## src/hw/rsb_pkg.sv

```systemverilog
package rsb_pkg;

    // register addresses on the 8-bit special function bus
    localparam logic [7:0] ADDR_CHIP_CONTROL   = 8'h9F;
    localparam logic [7:0] ADDR_AUX_FLAGS      = 8'hA2;
    localparam logic [7:0] ADDR_TIMED_ACCESS   = 8'hC7;
    localparam logic [7:0] ADDR_WATCHDOG_CTRL  = 8'hAA;
    localparam logic [7:0] ADDR_WATCHDOG_PRESC = 8'hAB;
    localparam logic [7:0] ADDR_BOOT_CONFIG    = 8'hAC;

    // field positions
    localparam int CHPC_SOFTWARE_RESET_TRIGGER_BIT = 7;
    localparam int CHPC_BS_BIT    = 1;
    localparam int AUX_SOFTWARE_RESET_FLAG_BIT   = 7;
    localparam int WDC_RUN_BIT    = 7;
    localparam int WDC_CLR_BIT    = 6;
    localparam int WDC_TOF_BIT    = 5;
    localparam int WDC_RF_BIT     = 3;
    localparam int CFG_CBS_BIT    = 7;

    // reset values and unlock codes
    localparam logic [7:0] BOOT_CONFIG_DEFAULT = 8'hFF;
    localparam logic [7:0] UNLOCK_FIRST        = 8'hAA;
    localparam logic [7:0] UNLOCK_SECOND       = 8'h55;
    localparam logic [2:0] WDT_SEL_RESET       = 3'h0;
    localparam logic [15:0] PC_RESET           = 16'h0000;
    localparam logic [7:0] SP_RESET            = 8'h07;
    localparam logic [7:0] PORT_LATCH_RESET    = 8'hFF;

    // timing
    localparam int WDT_DIV_DEFAULT    = 100;  // internal watchdog tick every 10 us
    localparam int WDT_GRACE_TICKS    = 256;  // response window after time-out
    localparam int RESET_HOLD_CYCLES  = 4;    // internal reset pulse length

    typedef enum logic [1:0] {RSB_BOOT_APP, RSB_BOOT_LOADER} rsb_boot_e;

    // bundle of machine state forced during reset
    typedef struct packed {
        logic [15:0] pc;
        logic [7:0]  sp;
        logic [7:0]  port_latch;
        logic        port_input_only;
        logic        periph_enable;
    } rsb_state_s;

endpackage

```

## src/hw/rsb_reset_boot.sv

```systemverilog
`timescale 1ns/1ps
module rsb_reset_boot
    import rsb_pkg::*;
#(
    parameter int WDT_DIV    = WDT_DIV_DEFAULT,
    parameter int GRACE      = WDT_GRACE_TICKS,
    parameter int HOLD       = RESET_HOLD_CYCLES
)(
    // clock and power-on reset
    input  wire logic        clk,
    input  wire logic        srst,
    // other reset requests, one cycle
    input  wire logic        ext_reset_req,
    // register port
    input  wire logic [7:0]  reg_addr,
    input  wire logic [7:0]  reg_wdata,
    input  wire logic        reg_wr,
    input  wire logic        reg_rd,
    output logic      [7:0]  reg_rdata,
    // system reset and boot outcome
    output logic             sys_reset,
    output logic             cpu_halt,
    output logic             boot_loader,
    output rsb_state_s       mach_state,
    output logic             ram_keep
);

    // unlock window and watchdog state
    logic [1:0]  unlock_stage;
    logic        wdt_run;
    logic        wdt_tof;
    logic [2:0]  wdt_sel;
    logic [15:0] div_cnt;
    logic        tick;
    logic [19:0] wdt_cnt;
    logic [15:0] grace_cnt;

    // reset causes and boot outcome
    logic        wdt_flag;
    logic        sw_flag;
    logic        sw_trigger;
    logic        boot_sel;
    logic [7:0]  boot_cfg;

    // reset sequencer
    logic [3:0]  hold_cnt;
    logic        pending_sw;
    logic        pending_wdt;
    logic        any_req;
    logic        wdt_expire;
    logic        sw_fire;
    logic        release_now;

    // per-register write strobes, decoded once and shared
    logic        wr_chip;
    logic        wr_chip_open;
    logic        wr_aux;
    logic        wr_unlock;
    logic        wr_wdt_ctrl;
    logic        wr_wdt_presc;
    logic        wr_cfg;
    logic        wdt_clear;

    // read images of each register
    logic [7:0]  rd_chip;
    logic [7:0]  rd_aux;
    logic [7:0]  rd_wdt_ctrl;
    logic [7:0]  rd_wdt_presc;
    logic [7:0]  rd_unlock;
    logic [7:0]  next_rdata;

    // decode shared by write paths
    function automatic logic hit(input logic [7:0] a, input logic [7:0] t);
        hit = (a == t);
    endfunction

    // time-out length by select field, 2^(6+sel) ticks
    function automatic logic [19:0] timeout_of(input logic [2:0] s);
        timeout_of = 20'(20'h00040 << s);
    endfunction

    // unlock window open: the last two writes were the unlock pair
    function automatic logic unlock_open(input logic [1:0] st);
        unlock_open = (st == 2'h2);
    endfunction

    // write strobes by register; a read never changes state
    assign wr_chip      = reg_wr && hit(reg_addr, ADDR_CHIP_CONTROL);
    assign wr_chip_open = wr_chip && unlock_open(unlock_stage);
    assign wr_aux       = reg_wr && hit(reg_addr, ADDR_AUX_FLAGS);
    assign wr_unlock    = reg_wr && hit(reg_addr, ADDR_TIMED_ACCESS);
    assign wr_wdt_ctrl  = reg_wr && hit(reg_addr, ADDR_WATCHDOG_CTRL);
    assign wr_wdt_presc = reg_wr && hit(reg_addr, ADDR_WATCHDOG_PRESC);
    assign wr_cfg       = reg_wr && hit(reg_addr, ADDR_BOOT_CONFIG);
    assign wdt_clear    = wr_wdt_ctrl && reg_wdata[WDC_CLR_BIT];

    // reset requests; one still running swallows any new one
    assign sw_fire     = wr_chip_open && reg_wdata[CHPC_SOFTWARE_RESET_TRIGGER_BIT];
    assign wdt_expire  = wdt_tof && (grace_cnt == 16'(GRACE - 1)) && tick;
    assign any_req     = ext_reset_req || sw_fire || wdt_expire;
    assign release_now = sys_reset && (hold_cnt == 4'h0);

    // timed-access unlock: aa then 55, must be the next write before trigger
    // the window stays open over idle cycles and closes on the next write of any kind
    always_ff @(posedge clk)
    begin
        if (srst || sys_reset)
            unlock_stage <= 2'h0;
        else if (reg_wr)
        begin
            if (wr_unlock && reg_wdata == UNLOCK_FIRST)
                unlock_stage <= 2'h1;
            else if (wr_unlock && reg_wdata == UNLOCK_SECOND && unlock_stage == 2'h1)
                unlock_stage <= 2'h2;
            else
                unlock_stage <= 2'h0;   // any other write breaks the window
        end
    end

    // watchdog tick divider, stands in for its private oscillator
    always_ff @(posedge clk)
    begin
        if (srst || div_cnt == 16'(WDT_DIV - 1))
            div_cnt <= 16'h0000;
        else
            div_cnt <= div_cnt + 16'h0001;
    end
    // limitation: tick follows clk, so the watchdog stops when the system clock does
    assign tick = (div_cnt == 16'(WDT_DIV - 1));

    // watchdog count, free running while enabled; a clear restarts it
    // the count parks at the limit while the response window runs
    always_ff @(posedge clk)
    begin
        if (srst || sys_reset || !wdt_run || wdt_clear)
            wdt_cnt <= 20'h00000;
        else if (tick && !wdt_tof && wdt_cnt != timeout_of(wdt_sel) - 20'h00001)
            wdt_cnt <= wdt_cnt + 20'h00001;
    end

    // time-out flag raised at the end of the selected interval
    always_ff @(posedge clk)
    begin
        if (srst || sys_reset || !wdt_run || wdt_clear)
            wdt_tof <= 1'b0;
        else if (tick && !wdt_tof && wdt_cnt == timeout_of(wdt_sel) - 20'h00001)
            wdt_tof <= 1'b1;
    end

    // response window, whole ticks after the time-out flag
    always_ff @(posedge clk)
    begin
        if (srst || sys_reset || !wdt_run || wdt_clear)
            grace_cnt <= 16'h0000;
        else if (tick && wdt_tof)
            grace_cnt <= grace_cnt + 16'h0001;
    end

    // watchdog enable, cleared by any reset
    always_ff @(posedge clk)
    begin
        if (srst || sys_reset)
            wdt_run <= 1'b0;
        else if (wr_wdt_ctrl)
            wdt_run <= reg_wdata[WDC_RUN_BIT];
    end

    // time-out select, back to the shortest interval on any reset
    always_ff @(posedge clk)
    begin
        if (srst || sys_reset)
            wdt_sel <= WDT_SEL_RESET;
        else if (wr_wdt_presc)
            wdt_sel <= reg_wdata[2:0];
    end

    // merged internal reset, raised by any request, dropped when the hold runs out
    // a request that lands during a running reset is dropped, not queued
    always_ff @(posedge clk)
    begin
        if (srst || (any_req && !sys_reset))
            sys_reset <= 1'b1;
        else if (release_now)
            sys_reset <= 1'b0;
    end

    // hold counter, fixed length whatever the source
    // power-on loads it too, so its release matches every other reset
    always_ff @(posedge clk)
    begin
        if (srst || (any_req && !sys_reset))
            hold_cnt <= 4'(HOLD - 1);
        else if (sys_reset && hold_cnt != 4'h0)
            hold_cnt <= hold_cnt - 4'h1;
    end

    // cause of the running reset, kept until release so boot select skips a software reset
    always_ff @(posedge clk)
    begin
        if (srst || release_now)
        begin
            pending_sw  <= 1'b0;
            pending_wdt <= 1'b0;
        end
        else if (any_req && !sys_reset)
        begin
            pending_sw  <= sw_fire;
            pending_wdt <= wdt_expire;
        end
    end

    // halt fetch the cycle after the trigger write
    // halt rises on the request edge so no later instruction completes
    always_ff @(posedge clk)
    begin
        if (srst)
            cpu_halt <= 1'b1;
        else
            cpu_halt <= any_req || (sys_reset && hold_cnt != 4'h0);
    end

    // trigger bit visible until reset finishes, then cleared
    // reads back high through the hold, so software can see the reset pending
    always_ff @(posedge clk)
    begin
        if (srst)
            sw_trigger <= 1'b0;
        else if (sw_fire)
            sw_trigger <= 1'b1;
        else if (release_now)
            sw_trigger <= 1'b0;
    end

    // watchdog cause flag, set wins over a software clear
    // clears during a running reset are ignored so a cause is never lost
    always_ff @(posedge clk)
    begin
        if (srst)
            wdt_flag <= 1'b0;
        else if (wdt_expire)
            wdt_flag <= 1'b1;
        else if (wr_wdt_ctrl && !sys_reset)
            wdt_flag <= reg_wdata[WDC_RF_BIT];
    end

    // software cause flag, same set-over-clear priority
    always_ff @(posedge clk)
    begin
        if (srst)
            sw_flag <= 1'b0;
        else if (sw_fire)
            sw_flag <= 1'b1;
        else if (wr_aux && !sys_reset)
            sw_flag <= reg_wdata[AUX_SOFTWARE_RESET_FLAG_BIT];
    end

    // config byte, factory ones; writable stand-in for flash
    // a write here lasts until power-on, like a programmed byte
    always_ff @(posedge clk)
    begin
        if (srst)
            boot_cfg <= BOOT_CONFIG_DEFAULT;
        else if (wr_cfg)
            boot_cfg <= reg_wdata;
    end

    // boot select: reload from inverted config except after software reset
    // srst comes first so power-on always reloads
    always_ff @(posedge clk)
    begin
        if (srst || (sys_reset && !pending_sw))
            boot_sel <= ~boot_cfg[CFG_CBS_BIT];
        else if (wr_chip_open)
            boot_sel <= reg_wdata[CHPC_BS_BIT];
    end

    // boot block latched from boot select at release only
    always_ff @(posedge clk)
    begin
        if (release_now)
            boot_loader <= boot_sel;
        else if (srst)
            boot_loader <= 1'b0;
    end

    // machine state held at reset values while reset applies
    // forced only; the processor core owns these values between resets
    always_ff @(posedge clk)
    begin
        if (srst || sys_reset)
        begin
            mach_state.pc              <= PC_RESET;
            mach_state.sp              <= SP_RESET;
            mach_state.port_latch      <= PORT_LATCH_RESET;
            mach_state.port_input_only <= 1'b1;
            mach_state.periph_enable   <= 1'b0;
        end
    end

    // ram survives every reset except power-on
    // a level for the memory controller, low only while power-on reset is fresh
    always_ff @(posedge clk)
    begin
        if (srst)
            ram_keep <= 1'b0;
        else
            ram_keep <= 1'b1;
    end

    // read images; unused and write-only bits read zero
    assign rd_chip      = {sw_trigger, 5'h00, boot_sel, 1'b0};
    assign rd_aux       = {sw_flag, 7'h00};
    assign rd_wdt_ctrl  = {wdt_run, 1'b0, wdt_tof, 1'b0, wdt_flag, 3'h0};
    assign rd_wdt_presc = {5'h00, wdt_sel};
    assign rd_unlock    = {6'h00, unlock_stage};

    // read data, one cycle after the strobe; unmapped reads zero
    // reads have no side effects, so polling a flag never loses it
    always_comb
    begin
        next_rdata = 8'h00;
        case (reg_addr)
            ADDR_CHIP_CONTROL:   next_rdata = rd_chip;
            ADDR_AUX_FLAGS:      next_rdata = rd_aux;
            ADDR_WATCHDOG_CTRL:  next_rdata = rd_wdt_ctrl;
            ADDR_WATCHDOG_PRESC: next_rdata = rd_wdt_presc;
            ADDR_BOOT_CONFIG:    next_rdata = boot_cfg;
            ADDR_TIMED_ACCESS:   next_rdata = rd_unlock;
            default:             next_rdata = 8'h00;   // covers every unmapped address
        endcase
    end

    // read register, zero outside the answer cycle
    always_ff @(posedge clk)
    begin
        if (srst)
            reg_rdata <= 8'h00;
        else if (reg_rd)
            reg_rdata <= next_rdata;
        else
            reg_rdata <= 8'h00;
    end

endmodule

```

## config.mk

```make
export PLATFORM = sky130hd
export DESIGN_NAME = rsb_reset_boot
export DESIGN_NICKNAME = d
export VERILOG_FILES = /design/src/hw/rsb_pkg.sv /design/src/hw/rsb_reset_boot.sv
export SDC_FILE = /design/constraint.sdc
export NUM_CORES = 1
export LEC_CHECK = 0
export ABC_AREA = 1
export BUFFER_PORTS_ARGS = -buffer_cell sky130_fd_sc_hd__buf_2
export CORE_MARGIN = 3
export CORE_UTILIZATION = 45
export CTS_CLUSTER_SIZE = 25
export DETAILED_ROUTE_END_ITERATION = 12
export GPL_ROUTABILITY_DRIVEN = 0
export PLACE_DENSITY_LB_ADDON = 0.1
export SLEW_MARGIN = 20
export SYNTH_ARGS = -nofsm -noshare
export SYNTH_HDL_FRONTEND = slang
export SYNTH_SLANG_ARGS = --single-unit
```

## constraint.sdc

```tcl
create_clock -name clk -period 1.45 [get_ports clk]
set_input_delay 0.145 -clock clk [delete_from_list [all_inputs] [get_ports clk]]
set_output_delay 0.145 -clock clk [all_outputs]
set_load 0.01 [all_outputs]
```

=== After elaboration in Yosys (flattened, before gate mapping) ===
Index checks and enable logic that the tools add are counted.

* Flip-flop bits (word level): 88
* Latch bits: 0
* RAM bits: 0
* ROM bits: 0
* Output and inout bits: 46
* Logic and storage cells: 101
* Memories kept: 0

* $add $sub $neg: 5
* Multipliers: 0
* Div/mod/pow operators: 0
* Magnitude comparators: 0
* Equal/unequal tests: 14
* Shifts and indexed selects: 1
* Muxes and demuxes: 14
* Bitwise operators: 2
* Reductions and logical operators: 46

{| class="wikitable"
|+ Operator list
! operator !! count
|-
| 8-bit equality test, second input constant || 7
|-
| 8-bit one-hot mux with 6 select lines || 1
|-
| 16-bit by 1-bit adder with 16-bit output, second input constant || 2
|-
| 1-bit logical AND || 24
|-
| 20-bit by 1-bit adder with 20-bit output, second input constant || 1
|-
| 20-bit equality test || 1
|-
| 20-bit != test || 1
|-
| 7-bit by 3-bit << shifter with 20-bit output, first input constant || 1
|-
| 20-bit by 1-bit subtractor with 20-bit output, second input constant || 1
|-
| 16-bit by 7-bit equality test with 1-bit output, second input constant || 1
|-
| 16-bit by 8-bit equality test with 1-bit output, second input constant || 1
|-
| 1-bit two-way mux || 11
|-
| 1-bit logical OR || 10
|-
| 2-bit nonzero test || 5
|-
| 8-bit by 7-bit equality test with 1-bit output, second input constant || 1
|-
| 1-bit zero test || 4
|-
| 4-bit zero test || 1
|-
| 2-bit two-way mux || 2
|-
| 4-bit nonzero test || 1
|-
| 4-bit by 1-bit subtractor with 4-bit output, second input constant || 1
|-
| 2-bit by 1-bit equality test with 1-bit output, second input constant || 1
|-
| 2-bit equality test, second input constant || 1
|-
| 1-bit inverter || 2
|-
| 2-bit OR reduction || 1
|}

=== Logic depth before layout (Yosys ltp) ===
Gate-level depths: netlist of the first run.

* Depth in word-level cells: 8
* Gate-level depth with buffers: 13
* Gate-level depth less buffers: 12

=== Worst setup path before layout of the first run ===
Ideal clock, no wire load.

* Kind: reg-to-reg
* From: register wdt_cnt[0]
* To: register wdt_cnt[0]
* Library setup time: 0.116 ns
* Arrival time: 1.461 ns
* Required time: 1.334 ns
* Slack: -0.127 ns
* Stages on the path, launching flop included: 12
* Buffers on the path: 1
* Period minus slack after synthesis: 1.577 ns
* Cell sequence: dfxtp_1 > ha_1 > nand3_1 > nor2_1 > nand2_1 > nor3_2 > nand2_1 > buf_6 > nand2_1 > inv_1 > nor2_1 > nor2_1

* Longest elaborated chain between the ends: 2

{| class="wikitable"
|+ Ends and longest elaborated chain
! element !! RTL line !! source
|-
| start, declared || rsb_reset_boot.sv:35 || <nowiki>logic [19:0] wdt_cnt;</nowiki>
|-
| start signal, assigned || rsb_reset_boot.sv:138 || <nowiki>wdt_cnt <= wdt_cnt + 20'h00001;</nowiki>
|-
| branches (longest 2 deep; another with 20-bit by 1-bit adder with 20-bit output) || - ||
|}

Several ways; the timed one is not identified.
A chain may end at the register's enable or synchronous reset.

=== Worst setup path in the final report of the first run ===
* From: register div_cnt[0]
* To: register wdt_cnt[0]

* Longest elaborated chain between the ends: 3

{| class="wikitable"
|+ Ends and longest elaborated chain
! element !! RTL line !! source
|-
| start, declared || rsb_reset_boot.sv:33 || <nowiki>logic [15:0] div_cnt;</nowiki>
|-
| start signal, assigned || rsb_reset_boot.sv:126 || <nowiki>div_cnt <= div_cnt + 16'h0001;</nowiki>
|-
| 16-bit by 7-bit equality test with 1-bit output || rsb_reset_boot.sv:129 || <nowiki>assign tick = (div_cnt == 16'(WDT_DIV - 1));</nowiki>
|-
| 1-bit logical AND (2 in series) || rsb_reset_boot.sv:137 || <nowiki>else if (tick && !wdt_tof && wdt_cnt != timeout_of(wdt_sel) - 20'h00001)</nowiki>
|}

Every way passes these cells.

==> flow_metrics.env, run 1 <==
export IMPL_die_w_um=110
export IMPL_cp_required_ps=1710
export IMPL_dp_slack_ps=-258
export IMPL_synth_seq_cells=88
export IMPL_worst_hold_startpoint="reg_wdata[2]"
export IMPL_syn_to_final_growth_pct=40.4
export IMPL_synth_top_cell_area_share=0.352
export IMPL_rsz0062_at_grt="true"
export IMPL_n_antenna_cell=0
export IMPL_cts_tree="done"
export IMPL_synth_largest_area_cell="dfxtp_1"
export IMPL_p_leak_uw=0.00306
export IMPL_clockBufferDepth=2
export IMPL_final_cell_mix="nand2_1, buf_4, inv_1, nor2_1, dfxtp_1"
export IMPL_min_path_type="in2reg"
export IMPL_clock_skew_ps=10.7
export IMPL_cp_arrival_ps=1900
export IMPL_dr_total_vias=5270
export IMPL_period_needed_ps=1640
export IMPL_avgSynthCellArea_um2=6.51
export IMPL_synthAdderAreaFrac=0.0102
export IMPL_core_region_area_um2=10500
export IMPL_routed_top_layer="met4"
export IMPL_via_per_inst=4.94
export IMPL_met1_length_um=6150
export IMPL_rr_worst_depth=9
export IMPL_firstDrtPassIters=4
export IMPL_die_y_um=110
export IMPL_end_kind="register"
export IMPL_num_rows=37
export IMPL_status="finished, violations left"
export IMPL_start_util=0.468
export IMPL_layout_commonest_cell="nand2_1"
export IMPL_die_area_um2=12200
export IMPL_synth_top_family_by_area="simple AND/OR/NAND/NOR gates"
export IMPL_synth_area_leaders="dfxtp_1, nand2_1, nor2_1"
export IMPL_drc=0
export IMPL_wl_per_cell_um=12.9
export IMPL_synthXorXnorAreaFrac=0.0197
export IMPL_startpoint_type="register"
export IMPL_wl_met3_um=582
export IMPL_finalCritPeriodShare=1.13
export IMPL_p_per_area_nw_per_um2=691
export IMPL_synthMuxAreaShare=0
export IMPL_max_freq_ghz=0.608
export IMPL_ant_nets=0
export IMPL_whs_endpoint="boot_cfg[2]"
export IMPL_drv_cap=0
export IMPL_rr_startpoint="div_cnt[0]"
export IMPL_setup_viol=50
export IMPL_cts_root_buf="clkbuf_8"
export IMPL_reg2reg_setup_slack_ps=-190
export IMPL_drive_gt1_frac=0.339
export IMPL_layout_nets=951
export IMPL_ir_drop_mv=0.691
export IMPL_holdPathStages=3
export IMPL_antenna_found_initial=0
export IMPL_cpPeakStageDelay_ps=360
export IMPL_cp_max_fo=15
export IMPL_synth_compound_gate_area_share=0.0772
export IMPL_ys_seq_area_frac=0.364
export IMPL_insertion_delay_ps=370
export IMPL_tns_ps=-5800
export IMPL_setup_slack_ps=-194
export IMPL_grt_max_degree=25
export IMPL_track_usage=0.224
export IMPL_worstPathCellList="ha_4 > nand4_1 > nor2_2 > nand2_2 > nor2_4 > buf_12 > nand2_4 > o21ai_0 > nor2_1"
export IMPL_cts_sinks=88
export IMPL_synthSimpleGateAreaFrac=0.374
export IMPL_met2_length_um=6720
export IMPL_cts_made_buffers=9
export IMPL_hold_buffers=0
export IMPL_ys_warn_count=0
export IMPL_grt_pass1_wl_um=21600
export IMPL_synth_cell_types=32
export IMPL_syn_area_um2=4890
export IMPL_crit_slowest_cell="dfxtp_2"
export IMPL_r2r_end="wdt_cnt[0]"
export IMPL_htree_num_levels=3
export IMPL_synth_cells=751
export IMPL_path_clk_slew_ps=90
export IMPL_grt_pass1_vias=4802
export IMPL_drt_wl_total_um=13700
export IMPL_drv_slew=0
export IMPL_drt_iter0_drc=284
export IMPL_io_pins=67
export IMPL_hold_viol=0
export IMPL_critical_path_class="reg2reg"
export IMPL_overflow=0
export IMPL_violations="setup timing"
export IMPL_hpwl_um=9470
export IMPL_portBuffers=32
## flip-flops by register name, summed over array words and instances, names as in the netlist
register,cells
cpu_halt,1
sw_flag,1
unlock_stage,2
hold_cnt,4
boot_sel,1
pending_sw,1
grace_cnt,16
div_cnt,16
wdt_flag,1
wdt_tof,1
wdt_sel,3
boot_loader,1
reg_rdata,8
wdt_cnt,20
sw_trigger,1
wdt_run,1
ram_keep,1
sys_reset,1
boot_cfg,8
## synth_stat cells (all sizes together)
master	instances
a21oi	39
a22oi	1
a31oi	2
buf	47
clkbuf	1
clkinv	1
conb	2
dfxtp	86
edfxtp	2
ha	4
inv	106
nand2	179
nand3	62
nand3b	7
nand4	29
nor2	108
nor3	28
nor4	5
o2111ai	1
o211ai	4
o21ai	21
o22ai	3
or2	2
xnor2	3
xor2	8
## repair_timing
action | 4_1_cts | 5_1_grt
cloned | 3 | 0
buffers inserted | 20 | 10
setup endpoints to repair | 58 | 61
pin swaps | 20 | 37
endpoints found under the hold margin | 0 | 0
gates resized for setup | 55 | 97
## metal layers
layer,up-vias,global-route usage
met5,-,0
met4,0,0.0660
met3,27,0.0553
met2,134,0.375
met1,2406,0.287
li1,2703,-
## kinds of logic (layout without fill, tap and decap cells)
| kind of cell | count (synthesis) | in the layout |
|---|---|---|
| and+or+nand+nor | 420 | 420 |
| adders and majority gates | 4 | 4 |
| xor gates and xnor gates | 11 | 11 |
| AOI/OAI and AO/OA | 71 | 71 |
| other | 2 | 34 |
| DFF | 88 | 88 |
| buffers and inverters | 155 | 302 |
## through the flow
stage | instances | total power [uW] | instance area [um2] | util | hold WS, ps
floorplan | 783 | 2920 | 5050 | - | 252
global placement | 1024 | 3000 | 5960 | 0.570 | 408
detailed placement | 1024 | 3010 | 5960 | 0.570 | 420
CTS | 1062 | 4800 | 6540 | 0.625 | 15.0
global route | 1066 | 4960 | 6870 | 0.656 | 28.2
finish | 1066 | 4740 | 6870 | 0.656 | 49.5
## critical path, delay by kind of cell, from the launching register on
family | cells | cell delay (ps)
DFF | 1 | 360
adders and majority gates | 1 | 160
buffers and inverters | 1 | 180
AOI/OAI and AO/OA | 1 | 150
and+or+nand+nor | 6 | 660
## worst max path at each step
stage	cells past startpoint	endpoint	startpoint
5_1_grt	12	wdt_cnt[1]	wdt_sel[2]
3_5_place_dp	9	wdt_cnt[1]	div_cnt[0]
4_1_cts	11	wdt_cnt[19]	wdt_cnt[1]
3_3_place_gp	11	wdt_cnt[0]	wdt_sel[2]
2_1_floorplan	12	wdt_cnt[14]	wdt_sel[2]
6_report	9	wdt_cnt[0]	div_cnt[0]
## area by class of cell
cell class | instances | area, um2
timing repair buffer | 179 | 1370
tap | 136 | 170
clock buffer | 13 | 159
sequential | 88 | 1800
fill | 926 | 3600
timing repair inverter | 1 | 3.75
multi-input combinational | 540 | 2900
inverter | 107 | 422
clock inverter | 2 | 38.8
## power breakdown
| part | total, uW | internal [uW] | switching [uW] | leakage [uW] |
|---|---|---|---|---|
| sequential | 2520 | 2490 | 37.6 | 0.000725 |
| clock | 1750 | 887 | 863 | 0.0000997 |
| combinational | 468 | 176 | 291 | 0.00223 |
| total | 4740 | 3550 | 1190 | 0.00306 |
Note: power is estimated with default switching activity, not from simulation.
==> inputs of run 2 (changes only) <==
CORE_ASPECT_RATIO = 0.8   (was not set)
CTS_BUF_LIST = sky130_fd_sc_hd__clkbuf_8   (was not set)
==> run 2 against run 1 <==
  * The flow still finishes with violations (setup timing)
  * Maximum frequency decreased by 3.3%
  * Setup slack got worse by 56 ps
  * Register-to-register slack got worse by 60 ps
  * Sequential share of layout area decreased by 0.70 points
  * Combinational power increased by 29%
  * Critical path type unchanged
==> flow_metrics.env, run 2 (synthesis results as in run 1) <==
export IMPL_cts_made_buffers=9
export IMPL_cp_startpoint="wdt_sel[2]"
export IMPL_cts_root_buf="clkbuf_8"
export IMPL_clockBufferDepth=2
export IMPL_drt_iter0_drc=366
export IMPL_drive_gt1_frac=0.352
export IMPL_syn_to_final_growth_pct=44.1
export IMPL_reg_top3="wdt_cnt (20), div_cnt (16), grace_cnt (16)"
export IMPL_cp_max_fo=6
export IMPL_final_cell_mix="nand2_1, buf_4, inv_1, nor2_1, dfxtp_1"
export IMPL_layout_commonest_cell="nand2_1"
export IMPL_die_w_um=123
export IMPL_grt_max_degree=30
export IMPL_firstDrtPassIters=7
export IMPL_drv_slew=0
export IMPL_p_leak_uw=0.00314
export IMPL_drc=0
export IMPL_hpwl_um=9610
export IMPL_clock_skew_ps=9.56
export IMPL_grt_pass1_wl_um=22900
export IMPL_htree_num_levels=3
export IMPL_finalCritPeriodShare=1.17
export IMPL_drt_wl_total_um=14100
export IMPL_ant_nets=0
export IMPL_num_rows=33
export IMPL_overflow=0
export IMPL_via_per_inst=5.03
export IMPL_track_usage=0.230
export IMPL_setup_viol=61
export IMPL_min_path_type="in2reg"
export IMPL_cp_arrival_ps=1960
export IMPL_antenna_found_initial=0
export IMPL_core_region_area_um2=10400
export IMPL_end_kind="register"
export IMPL_p_per_area_nw_per_um2=725
export IMPL_cp_required_ps=1710
export IMPL_critical_path_class="reg2reg"
export IMPL_hold_buffers=0
export IMPL_grt_pass1_vias=5137
export IMPL_insertion_delay_ps=360
export IMPL_wl_per_cell_um=13.2
export IMPL_status="finished, violations left"
export IMPL_largest_register="wdt_cnt"
export IMPL_layout_nets=947
export IMPL_dp_slack_ps=-254
export IMPL_dr_total_vias=5366
export IMPL_startpoint_type="register"
export IMPL_cts_tree="done"
export IMPL_io_pins=67
export IMPL_rr_startpoint="wdt_sel[2]"
export IMPL_period_needed_ps=1700
export IMPL_path_clk_slew_ps=90
export IMPL_die_y_um=99.3
export IMPL_hold_viol=0
export IMPL_start_util=0.470
export IMPL_n_antenna_cell=0
export IMPL_cts_sinks=88
export IMPL_worst_hold_startpoint="reg_wdata[0]"
export IMPL_violations="setup timing"
export IMPL_fin_util=0.678
export IMPL_max_freq_ghz=0.588
export IMPL_drv_cap=0
export IMPL_ir_drop_mv=0.579
export IMPL_rsz0062_at_grt="true"
export IMPL_largest_reg_flops=20
export IMPL_setup_slack_ps=-250
export IMPL_die_area_um2=12200
export IMPL_portBuffers=32
-- run 2: changes by cell type in the layout (fill, tap and decap cells not counted), sizes merged --
| cell | change |
|---|---|
| buf | -5 |
| clkbuf | -1 |
| bufinv | +1 |
| inv | +2 |
-- run 2: final cells by class --
cell class                 instances  area, um2
inverter                         107        422
timing repair buffer             175       1370
tap                              140        175
fill                             917       3350
timing repair inverter             1       8.76
multi-input combinational        540       3040
clock buffer                      11        151
clock inverter                     5       77.6
sequential                        88       1800
-- run 2: worst max-delay path, cell delays in order (launching register included) --
cell	delay [ps]
dfxtp_4	370
buf_6	130
nand2_2	60
nand2_2	50
nor2_4	100
nand2_2	80
nor3_4	250
nand2_4	130
buf_8	160
nand3_1	60
nand2_1	50
nand2_1	90
nor2_1	50
-- run 2: worst paths after layout --
path / to / slack [ps] / cells past startpoint
worst min-delay path: boot_cfg[0] / 60 / 3
worst min register to register: reg_rdata[6] / 450 / 2
worst max register to register: wdt_cnt[8] / -250 / 12
worst max-delay path: wdt_cnt[8] / -250 / 12
-- run 2: power breakdown --
part           leakage (uW)  internal (uW)  total, uW  switching (uW)
Combinational       0.00230            249        605             356
Sequential         0.000723           2480       2520            40.3
Clock              0.000121           1060       1980             918
-- run 2: per-layer routing --
layer  up-vias  share of wire  track usage
met5         -              0            0
met4         0          0.015       0.0585
met3        24          0.045       0.0460
met2       139           0.48        0.383
met1      2512           0.46        0.307
li1       2691              -            -
-- run 2: per-stage QoR --
stage	TNS, ps	instance area [um2]	total power (uW)	instances	hold slack [ps]
finish	-8520	7050	5110	1067	57.4
global route	-13920	7050	5330	1067	61.7
floorplan	-472	5050	2920	783	252
detailed placement	-9030	5970	3050	1026	422
CTS	-5950	6640	5060	1060	40.9
global placement	-7360	5970	3030	1026	418
-- run 2: what timing repair did --
action,4_1_cts,5_1_grt
gates resized for setup,100,91
endpoints found under the setup margin,60,63
pin swaps,34,37
buffers inserted,15,9
cloned,5,1
==> inputs of run 3 (changes only) <==
--- a/config.mk
+++ b/config.mk
@@ -15,5 +15,6 @@
 export DETAILED_ROUTE_END_ITERATION = 12
 export GPL_ROUTABILITY_DRIVEN = 0
-export PLACE_DENSITY_LB_ADDON = 0.1
+export PLACE_DENSITY = 0.76
+export REMOVE_ABC_BUFFERS = 1
 export SLEW_MARGIN = 20
 export SYNTH_ARGS = -nofsm -noshare
==> constraint.sdc (replaced) <==
create_clock -name clk -period 1.45 [get_ports clk]
set_input_delay 0.145 -clock clk [delete_from_list [all_inputs] [get_ports clk]]
set_output_delay 0.145 -clock clk [all_outputs]
set_load 0.005 [all_outputs]
==> run 3 against run 2 <==
  * The flow still finishes with violations (setup timing)
  * Combinational power barely moved
  * Utilization rose by 2.1 points
  * Via count rose by 4.3%
  * Register-to-register slack got worse by 50 ps
  * Setup slack got worse by 53 ps
  * First-iteration DRC count fell by 1.1%
  * Maximum frequency fell by 3.0%
  * Sequential power barely moved
==> flow_metrics.env, run 3 (synthesis results as in run 1) <==
export IMPL_status="finished, violations left"
export IMPL_violations="setup timing"
export IMPL_final_cell_mix="nand2_1, buf_4, inv_1, nor2_1, dfxtp_1"
export IMPL_cts_sinks=88
export IMPL_hpwl_um=9680
export IMPL_rsz0062_at_grt="true"
export IMPL_largest_register="wdt_cnt"
export IMPL_multi_input_area_um2=3080
export IMPL_p_per_area_nw_per_um2=704
export IMPL_portBuffers=32
export IMPL_antenna_found_initial=0
export IMPL_grt_pass1_wl_um=23100
export IMPL_grt_max_degree=22
export IMPL_htree_num_levels=3
export IMPL_path_clk_slew_ps=90
export IMPL_cts_tree="done"
export IMPL_layout_commonest_cell="nand2_1"
export IMPL_grt_pass1_vias=5153
export IMPL_clockBufferDepth=2
export IMPL_firstDrtPassIters=5
export IMPL_drv_slew=0
export IMPL_critical_path_class="reg2reg"
export IMPL_cpPeakStageDelay_ps=370
export IMPL_cp_max_fo=4
export IMPL_syn_to_final_growth_pct=48.5
export IMPL_dp_slack_ps=-398
export IMPL_max_freq_ghz=0.571
export IMPL_setup_viol=61
export IMPL_nFillCells=796
export IMPL_drt_wl_total_um=15800
export IMPL_startpoint_type="register"
export IMPL_insertion_delay_ps=390
export IMPL_hold_buffers=0
export IMPL_drv_cap=0
export IMPL_largest_reg_flops=20
export IMPL_seq_area_um2=1800
export IMPL_power_total_uw=5110
export IMPL_p_leak_uw=0.00326
export IMPL_cts_root_buf="clkbuf_8"
export IMPL_crit_slowest_cell="dfxtp_2"
export IMPL_cp_required_ps=1720
export IMPL_place_area_um2=6080
export IMPL_cts_made_buffers=9
export IMPL_drc=0
export IMPL_die_y_um=99.3
export IMPL_end_kind="register"
export IMPL_worstPathCellList="ha_4 > buf_6 > nand2_2 > nor3_4 > nand4_1 > nor2_2 > buf_6 > nand2_1 > nand2_1 > a21oi_1"
export IMPL_core_region_area_um2=10400
export IMPL_drt_iter0_drc=362
export IMPL_num_rows=33
export IMPL_ant_nets=0
export IMPL_start_util=0.470
export IMPL_layout_nets=977
export IMPL_ir_drop_mv=0.500
export IMPL_n_antenna_cell=0
export IMPL_io_pins=67
export IMPL_cp_arrival_ps=2030
export IMPL_track_usage=0.235
export IMPL_clock_skew_ps=19.1
export IMPL_die_w_um=123
export IMPL_drive_gt1_frac=0.375
export IMPL_hold_viol=0
export IMPL_finalCritPeriodShare=1.21
export IMPL_dr_total_vias=5598
export IMPL_min_path_type="in2reg"
export IMPL_reg_top3="wdt_cnt (20), div_cnt (16), grace_cnt (16)"
export IMPL_final_cell_area_um2=7260
export IMPL_die_area_um2=12200
export IMPL_wl_per_cell_um=14.4
export IMPL_setup_slack_ps=-303
export IMPL_overflow=0
export IMPL_via_per_inst=5.10
export IMPL_period_needed_ps=1750
[run 3: cell types whose count changed in the layout (fill, tap and decap cells not counted), moves of 3 or more]
cell	before	now
buf_4	119	148
dfxtp_2	8	14
nand3_1	49	44
nor3_1	14	19
nor3_2	11	6
dfxtp_1	75	71
nand3_2	11	15
a21oi_2	18	15
nand2_2	17	14
[run 3: power breakdown]
| part | total [uW] | leakage (uW) | internal (uW) | switching, uW |
|---|---|---|---|---|
| Combinational | 606 | 0.00243 | 246 | 360 |
| Sequential | 2530 | 0.000725 | 2490 | 45.0 |
| Clock | 1980 | 0.000112 | 992 | 985 |
[run 3: cell type report]
type                       count  area share
clock buffer                   9      0.0171
inverter                     107      0.0580
timing repair inverter         1    0.000861
timing repair buffer         204       0.214
tap                          140      0.0241
multi-input combinational    541       0.424
sequential                    88       0.248
clock inverter                 7      0.0140
[run 3: through the flow]
step / hold WS, ps / util / instances / TNS (ps)
finish: 16.2 / 0.698 / 1097 / -11880
global route: 20.8 / 0.698 / 1097 / -16730
CTS: 15.5 / 0.646 / 1085 / -3550
detailed placement: 414 / 0.584 / 1047 / -11590
global placement: 411 / 0.584 / 1047 / -8730
floorplan: 214 / - / 735 / -19120
[run 3: timing repair]
action,in CTS,in global routing
gates cloned,0,5
endpoints found under the hold margin,0,0
gates resized for setup,87,120
setup buffers,22,13
pin swaps,36,50
endpoints found under the setup margin,60,61
[run 3: worst paths after layout]
check | slack, ps | endpoint | from | cells after the start
worst max-delay path | -300 | grace_cnt[3] | div_cnt[0] | 10
worst min-delay path | 20 | boot_cfg[4] | reg_wdata[4] | 3
worst max register to register | -300 | grace_cnt[3] | div_cnt[0] | 10
worst min register to register | 450 | reg_rdata[4] | boot_cfg[4] | 2
[run 3: critical path: cells and delay by family, from the launching register on]
family / cells / cell delay [ps]
and+or+nand+nor: 6 / 810
AOI/OAI and AO/OA: 1 / 60
buffers and inverters: 2 / 250
DFF: 1 / 370
adders and majority gates: 1 / 150
[run 3: routing by layer]
metal | share of wire | track usage
met5 | 0 | 0
met4 | 0.034 | 0.0826
met3 | 0.060 | 0.0637
met2 | 0.48 | 0.375
met1 | 0.42 | 0.306
